[config.mk]
export PLATFORM = sky130hd
export DESIGN_NAME = slwt_top
export DESIGN_NICKNAME = d
export VERILOG_FILES = /design/src/common/slwt_pkg.sv /design/src/design/slwt_top.sv
export SDC_FILE = /design/constraint.sdc
export NUM_CORES = 1
export LEC_CHECK = 0
export BUFFER_PORTS_ARGS = -buffer_cell sky130_fd_sc_hd__clkbuf_2
export CORE_MARGIN = 2
export CORE_UTILIZATION = 52
export DETAILED_ROUTE_END_ITERATION = 7
export GPL_ROUTABILITY_DRIVEN = 0
export HOLD_SLACK_MARGIN = 0.05
export PLACE_DENSITY_LB_ADDON = 0.08
export SYNTH_ARGS = -nofsm -noshare
export SYNTH_HDL_FRONTEND = slang
export SYNTH_SLANG_ARGS = --single-unit
[constraint.sdc]
create_clock -name clk -period 1.5 [get_ports clk]
set_input_delay 0.15 -clock clk [delete_from_list [all_inputs] [get_ports clk]]
set_output_delay 0.15 -clock clk [all_outputs]
set_load 0.05 [all_outputs]
[src/common/slwt_pkg.sv]
// sleep wakeup timer package: offsets, reset values, carriers
`default_nettype none
package slwt_pkg;
  localparam logic [7:0] SLWT_ADDR_LOW = 8'h95;
  localparam logic [7:0] SLWT_ADDR_MID = 8'h96;
  localparam logic [7:0] SLWT_ADDR_HIGH = 8'h97;
  localparam logic [7:0] SLWT_BYTE_RST = 8'h00;
  localparam logic [23:0] SLWT_CMP_RST = 24'hFFFFFF;
  localparam logic [23:0] SLWT_CNT_RST = 24'h000000;
  localparam int SLWT_DMA_TRIG_NUM = 11;

  typedef enum logic [1:0] {
    SLWT_PM_ACTIVE = 2'h0,
    SLWT_PM_LIGHT = 2'h1,
    SLWT_PM_DEEP = 2'h3,
    SLWT_PM_OFF = 2'h2
  } slwt_pmode_t;

  typedef struct packed {
    logic rd;
    logic wr;
    logic [7:0] addr;
    logic [7:0] wdata;
  } slwt_sfr_req_t;
endpackage
`default_nettype wire

[src/design/slwt_top.sv]
// sleep wakeup timer: 24-bit counter on the low-speed tick with compare
`timescale 1ns/1ps
`default_nettype none
// Operation
// - the counter is 24 bits and advances once per low-speed clock period.
// - counting starts at reset release, stops only in full off and never reloads.
// - count equal to compare value sets the sleep match flag.
// - the three byte registers read count bytes and write compare bytes.
// - reading the low byte captures the whole count for later byte reads.
// - mid and high writes are held until the low byte write commits all.
// - compare resets to all ones, byte registers show zero after reset.
// - the counter runs in every power mode except full off.
// - in light or deep sleep a compare event requests wake to active.
// - a separate interrupt enable bit gates the sleep interrupt.
// - each compare event pulses the sleep DMA trigger, number 11.
module slwt_top (
  input wire logic clk, // 10 MHz system clock
  input wire logic rst_n, // async reset, active low
  input wire logic lowspd_tick, // one pulse per 32 kHz period
  input wire slwt_pkg::slwt_pmode_t pmode, // current power mode
  input wire slwt_pkg::slwt_sfr_req_t sfr_req, // sfr bus request
  output logic [7:0] sfr_rdata, // sfr read data
  input wire logic irq_enable_wr, // write strobe for the enable bit
  input wire logic irq_enable_wdata, // new enable bit value
  input wire logic flag_wr, // write strobe for the flag bit
  input wire logic flag_wdata, // new flag bit value
  output logic sleep_match_irq_enable, // interrupt enable bit
  output logic sleep_match_flag, // sticky match flag
  output logic sleep_irq, // interrupt request
  output logic dma_trig, // one-cycle dma trigger
  output logic wake_req // one-cycle wake to active request
);
  logic [23:0] count_r;
  logic [23:0] count_nxt;
  logic [23:0] cmp_r;
  logic [23:0] cmp_nxt;
  logic [23:0] snap_r;
  logic [23:0] snap_nxt;
  logic [7:0] hold_mid_r;
  logic [7:0] hold_mid_nxt;
  logic [7:0] hold_high_r;
  logic [7:0] hold_high_nxt;
  logic tick_d_r;
  logic tick_d_nxt;
  logic enable_nxt;
  logic flag_nxt;
  logic irq_nxt;
  logic dma_nxt;
  logic wake_nxt;
  logic running;
  logic sleeping;
  logic advance;
  logic match_evt;
  logic enable_eff;
  logic rd_low;
  logic rd_mid;
  logic rd_high;
  logic wr_low;
  logic wr_mid;
  logic wr_high;
  logic [7:0] rdata_nxt;

  // power mode qualifiers
  assign running = (pmode != slwt_pkg::SLWT_PM_OFF);
  assign sleeping = (pmode == slwt_pkg::SLWT_PM_LIGHT) ||
    (pmode == slwt_pkg::SLWT_PM_DEEP);
  assign advance = lowspd_tick && running;

  // address decode, one strobe per mapped byte
  always_comb begin
    rd_low = 1'b0;
    rd_mid = 1'b0;
    rd_high = 1'b0;
    wr_low = 1'b0;
    wr_mid = 1'b0;
    wr_high = 1'b0;
    case (sfr_req.addr)
      slwt_pkg::SLWT_ADDR_LOW: begin
        rd_low = sfr_req.rd;
        wr_low = sfr_req.wr;
      end
      slwt_pkg::SLWT_ADDR_MID: begin
        rd_mid = sfr_req.rd;
        wr_mid = sfr_req.wr;
      end
      slwt_pkg::SLWT_ADDR_HIGH: begin
        rd_high = sfr_req.rd;
        wr_high = sfr_req.wr;
      end
      default: begin
        rd_low = 1'b0;
        wr_low = 1'b0;
      end
    endcase
  end

  // free-running count, wraps from all ones to zero
  always_comb begin
    if (advance) begin
      count_nxt = count_r + 24'h000001;
    end else begin
      count_nxt = count_r;
    end
  end

  always_ff @(posedge clk or negedge rst_n) begin
    if (!rst_n) begin
      count_r <= slwt_pkg::SLWT_CNT_RST;
    end else begin
      count_r <= count_nxt;
    end
  end

  // tick delayed so the compare sees the count just reached
  always_comb begin
    tick_d_nxt = advance;
  end

  always_ff @(posedge clk or negedge rst_n) begin
    if (!rst_n) begin
      tick_d_r <= 1'b0;
    end else begin
      tick_d_r <= tick_d_nxt;
    end
  end

  // one compare event per tick, not while the count stays equal
  assign match_evt = tick_d_r && (count_r == cmp_r);

  // whole count captured on a low byte read
  always_comb begin
    if (rd_low) begin
      snap_nxt = count_r;
    end else begin
      snap_nxt = snap_r;
    end
  end

  always_ff @(posedge clk or negedge rst_n) begin
    if (!rst_n) begin
      snap_r <= {3{slwt_pkg::SLWT_BYTE_RST}};
    end else begin
      snap_r <= snap_nxt;
    end
  end

  // middle compare byte held until the low byte commits
  always_comb begin
    if (wr_mid) begin
      hold_mid_nxt = sfr_req.wdata;
    end else begin
      hold_mid_nxt = hold_mid_r;
    end
  end

  always_ff @(posedge clk or negedge rst_n) begin
    if (!rst_n) begin
      hold_mid_r <= slwt_pkg::SLWT_BYTE_RST;
    end else begin
      hold_mid_r <= hold_mid_nxt;
    end
  end

  // high compare byte held until the low byte commits
  always_comb begin
    if (wr_high) begin
      hold_high_nxt = sfr_req.wdata;
    end else begin
      hold_high_nxt = hold_high_r;
    end
  end

  always_ff @(posedge clk or negedge rst_n) begin
    if (!rst_n) begin
      hold_high_r <= slwt_pkg::SLWT_BYTE_RST;
    end else begin
      hold_high_r <= hold_high_nxt;
    end
  end

  // low byte write commits all three bytes at once
  always_comb begin
    if (wr_low) begin
      cmp_nxt = {hold_high_r, hold_mid_r, sfr_req.wdata};
    end else begin
      cmp_nxt = cmp_r;
    end
  end

  always_ff @(posedge clk or negedge rst_n) begin
    if (!rst_n) begin
      cmp_r <= slwt_pkg::SLWT_CMP_RST;
    end else begin
      cmp_r <= cmp_nxt;
    end
  end

  // low byte live, middle and high from the capture
  always_comb begin
    rdata_nxt = 8'h00;
    if (rd_low) begin
      rdata_nxt = count_r[7:0];
    end else if (rd_mid) begin
      rdata_nxt = snap_r[15:8];
    end else if (rd_high) begin
      rdata_nxt = snap_r[23:16];
    end
  end

  always_ff @(posedge clk or negedge rst_n) begin
    if (!rst_n) begin
      sfr_rdata <= slwt_pkg::SLWT_BYTE_RST;
    end else begin
      sfr_rdata <= rdata_nxt;
    end
  end

  // interrupt enable, kept apart from the flag
  always_comb begin
    if (irq_enable_wr) begin
      enable_nxt = irq_enable_wdata;
    end else begin
      enable_nxt = sleep_match_irq_enable;
    end
  end

  always_ff @(posedge clk or negedge rst_n) begin
    if (!rst_n) begin
      sleep_match_irq_enable <= 1'b0;
    end else begin
      sleep_match_irq_enable <= enable_nxt;
    end
  end

  // a same-cycle enable write already gates the request
  assign enable_eff = irq_enable_wr ? irq_enable_wdata :
    sleep_match_irq_enable;

  // set wins over a clear in the same cycle
  always_comb begin
    flag_nxt = sleep_match_flag;
    if (match_evt) begin
      flag_nxt = 1'b1;
    end else if (flag_wr) begin
      flag_nxt = flag_wdata;
    end
  end

  always_ff @(posedge clk or negedge rst_n) begin
    if (!rst_n) begin
      sleep_match_flag <= 1'b0;
    end else begin
      sleep_match_flag <= flag_nxt;
    end
  end

  // request follows flag and enable together
  always_comb begin
    irq_nxt = (sleep_match_flag || match_evt) && enable_eff;
  end

  always_ff @(posedge clk or negedge rst_n) begin
    if (!rst_n) begin
      sleep_irq <= 1'b0;
    end else begin
      sleep_irq <= irq_nxt;
    end
  end

  // one-cycle dma trigger per compare event
  always_comb begin
    dma_nxt = match_evt;
  end

  always_ff @(posedge clk or negedge rst_n) begin
    if (!rst_n) begin
      dma_trig <= 1'b0;
    end else begin
      dma_trig <= dma_nxt;
    end
  end

  // wake only out of light or deep sleep
  always_comb begin
    wake_nxt = match_evt && sleeping;
  end

  always_ff @(posedge clk or negedge rst_n) begin
    if (!rst_n) begin
      wake_req <= 1'b0;
    end else begin
      wake_req <= wake_nxt;
    end
  end
endmodule // slwt_top
`default_nettype wire

==> flow_summary.yaml <==
detailed_routing:
  drt_iter0_drc: 128
  wl_um: 9630
  drtPass1Iterations: 4
  antenna_left: 0
  vias: 2780
  wl_per_cell_um: 18.4
  drcViolationCount: 0
  viasPerCell: 5.32
sta:
  setup_violations: 5
  tightest_slew_ns: 0.408
  finalMaxSlewViolations: 0
  grt_setup_unrepaired: "true"
  post-route-min-period_ns: 1.57
  finalHoldViolCount: 0
  final_min_period_over_clock_period_pct: 105
  skew_ns: 0.0160
  maxSlewHeadroom_pct: 72.8
  fmax_ghz: 0.636
  worst_slack_ns: -0.0721
power:
  p_leak_nw: 2.78
  power_mw: 5.51
  power_density_nw_per_um2: 994
  peakVddDrop_mv: 0.521
floorplan:
  initial_utilization_pct: 53.3
  dieArea_sq_um: 9090
  core.rowCount: 33
  die_width_um: 95.4
  pin_count: 40
  chipHeight_um: 95.4
  coreArea_sq_um: 8130
layout:
  area_growth_pct: 27.8
  drive_gt1_share_pct: 55.0
  final_common_cell: "dfrtp_1"
  diodes: 0
  final_cell_count_no_fill: 523
  fillCellCount: 603
  utilization_pct: 68.2
  final_cell_mix: "dfrtp_1, buf_4, clkbuf_2"
  num-nets-final: 441
  finalInstanceArea_sq_um: 5550
clock_network:
  cts_tree: "done"
  numCtsBuffers: 9
  cts_root_buffer: "clkbuf_8"
  clock_path_buffers: 2
  clk_pin_slew_ns: 0.10
  clk_latency_ns: 0.36
  htreeDepth: 3
  cts.sink_count: 94
hold_path:
  hold_start: "sfr_req[1]"
  hold_path_class: "input pin to register"
placement:
  placed_cell_area_sq_um: 5010
  place_ws_ns: -0.244
  place.port_buffers: 39
  placed_cells: 487
  dp_hpwl_um: 6630
job:
  max-cap-violations: 0
critical_path:
  cp.arrival_ns: 1.86
  cp_slowest_cell: "nor4_2"
  crit_type: "register to register"
  slowest_delay_ns: 0.41
  path_cells: "buf_6 -> and4_4 -> nand4_1 -> nor4_2 -> xor2_1"
  reg2reg_from: "count_r[10]"
  critPathCaptureType: "register"
  critPathMaxFanout: 4
  cp-start-kind: "register"
  startpoint: "count_r[10]"
  worst_ep_required_time_ns: 1.79
global_route:
  grt.total_usage_pct: 22.7
  grt_max_degree: 31
  grt_pass1_wl_um: 15200
  grt-ovfl-total: 0
  grt_pass1_vias: 2858
  antenna_found_initial: 0
yosys:
  avgSynthCellArea_sq_um: 14.1
  synth_edf_count: 0
  synthFlopType: "dfrtp_1"
  syn_inst: 308
  synth.distinct_cells: 34
  syn_area_sq_um: 4340
  ys_seq_area_share_pct: 54.9
  async_flop_share_pct: 100
  syn-num-nets: 336
  ys_ff_latch: 94
  yosys_warnings: 0
outcome:
  failed_checks: "negative setup slack"
  status: "finished with violations"
area by class of cell:
class                      instances  area [sq um]  share of cell area [%]
sequential                        94          2390                    43.1
multi-input combinational        198          2010                    36.2
timing repair buffer             108           832                    15.0
clock buffer                      13           159                    2.86
tap                              105           131                    2.37
clock inverter                     3          20.0                   0.361
inverter                           2          7.51                   0.135
critical path, delay by kind of cell, from the launching register on:
family                 cells  cell delay [ns]
AND/OR/NAND/NOR            3             0.86
XOR/XNOR                   1             0.18
buffers and inverters      1             0.11
flip-flops                 1             0.37
report_power, final:
part	total [mW]	internal (mW)	switching [mW]
clock	1.54	0.693	0.846
combinational	1.21	0.559	0.650
sequential	2.77	2.68	0.0852
total	5.51	3.93	1.58
through the flow:
stage          hold WS, ns  TNS [ns]
6_report            0.0581    -0.124
2_1_floorplan       -0.146    -0.995
3_5_place_dp         0.109     -8.25
3_3_place_gp         0.104     -6.79
4_1_cts             0.0513   -0.0308
5_1_grt             0.0519    -0.930
path summary, 6_finish.rpt:
| path | endpoint | slack [ns] | depth (start not counted) |
|---|---|---|---|
| min in group asynchronous | snap_r[18] | 0.26 | 2 |
| worst max-delay path | count_r[22] | -0.07 | 5 |
| worst min-delay path | hold_mid_r[1] | 0.06 | 2 |
| worst min register to register | cmp_r[16] | 0.51 | 1 |
| max in group asynchronous | cmp_r[11] | 0.63 | 3 |
| worst max register to register | count_r[22] | -0.07 | 5 |
synth_stat cells, types with 2 or more instances:
master | instances | area, sq um
nand4_2 | 2 | 25.0
and4b_1 | 2 | 20.0
mux2_4 | 30 | 450
dfstp_2 | 24 | 631
and4_1 | 3 | 26.3
nand3_1 | 9 | 45.0
clkbuf_1 | 6 | 22.5
dfrtp_1 | 70 | 1750
nand4_1 | 9 | 56.3
buf_6 | 2 | 22.5
inv_1 | 2 | 7.51
and2_1 | 3 | 18.8
o2bb2ai_1 | 8 | 70.1
buf_2 | 4 | 20.0
mux2i_1 | 9 | 90.1
xnor2_1 | 14 | 123
and3_1 | 4 | 25.0
buf_12 | 2 | 40.0
mux2_2 | 26 | 293
mux2_1 | 2 | 22.5
nor3_1 | 8 | 40.0
nor2_1 | 2 | 7.51
nor4_1 | 11 | 68.8
o21ai_0 | 2 | 10.0
nand2_1 | 13 | 48.8
xor2_1 | 33 | 289
layer usage:
| metal | up-vias | routed length, um | global-route usage [%] |
|---|---|---|---|
| met2 | 57 | 4800 | 36.6 |
| met5 | - | 0 | 0 |
| li1 | 1307 | - | - |
| met3 | 15 | 311 | 3.08 |
| met1 | 1401 | 4300 | 31.4 |
| met4 | 0 | 216 | 8.45 |
state kept, by name, indices dropped and copies added (netlist names):
signal / flops
sleep_match_irq_enable: 1
hold_mid_r: 8
hold_high_r: 8
wake_req: 1
sfr_rdata: 8
sleep_match_flag: 1
count_r: 24
sleep_irq: 1
snap_r: 16
dma_trig: 1
cmp_r: 24
tick_d_r: 1
kinds of logic (layout without fill, tap and decap cells):
group	after synthesis	in the layout	synth area share (%)
flip-flops	94	94	54.9
AND/OR/NAND/NOR	73	73	11.2
buffers and inverters	16	126	2.60
adder cells (fa/ha/maj)	1	1	0.288
AO/OA/AOI/OAI	10	10	1.85
multiplexers	67	67	19.7
XOR/XNOR	47	47	9.49
timing repair:
| action | in CTS | in global routing |
|---|---|---|
| setup buffers | 1 | 11 |
| setup endpoints to repair | 10 | 15 |
| cloned | 0 | 1 |
| pin swaps | 5 | 15 |
| hold endpoints to repair | 32 | 0 |
| gates resized for setup | 16 | 24 |
| hold buffers | 7 | 0 |
(Power assumes the default switching activity.)
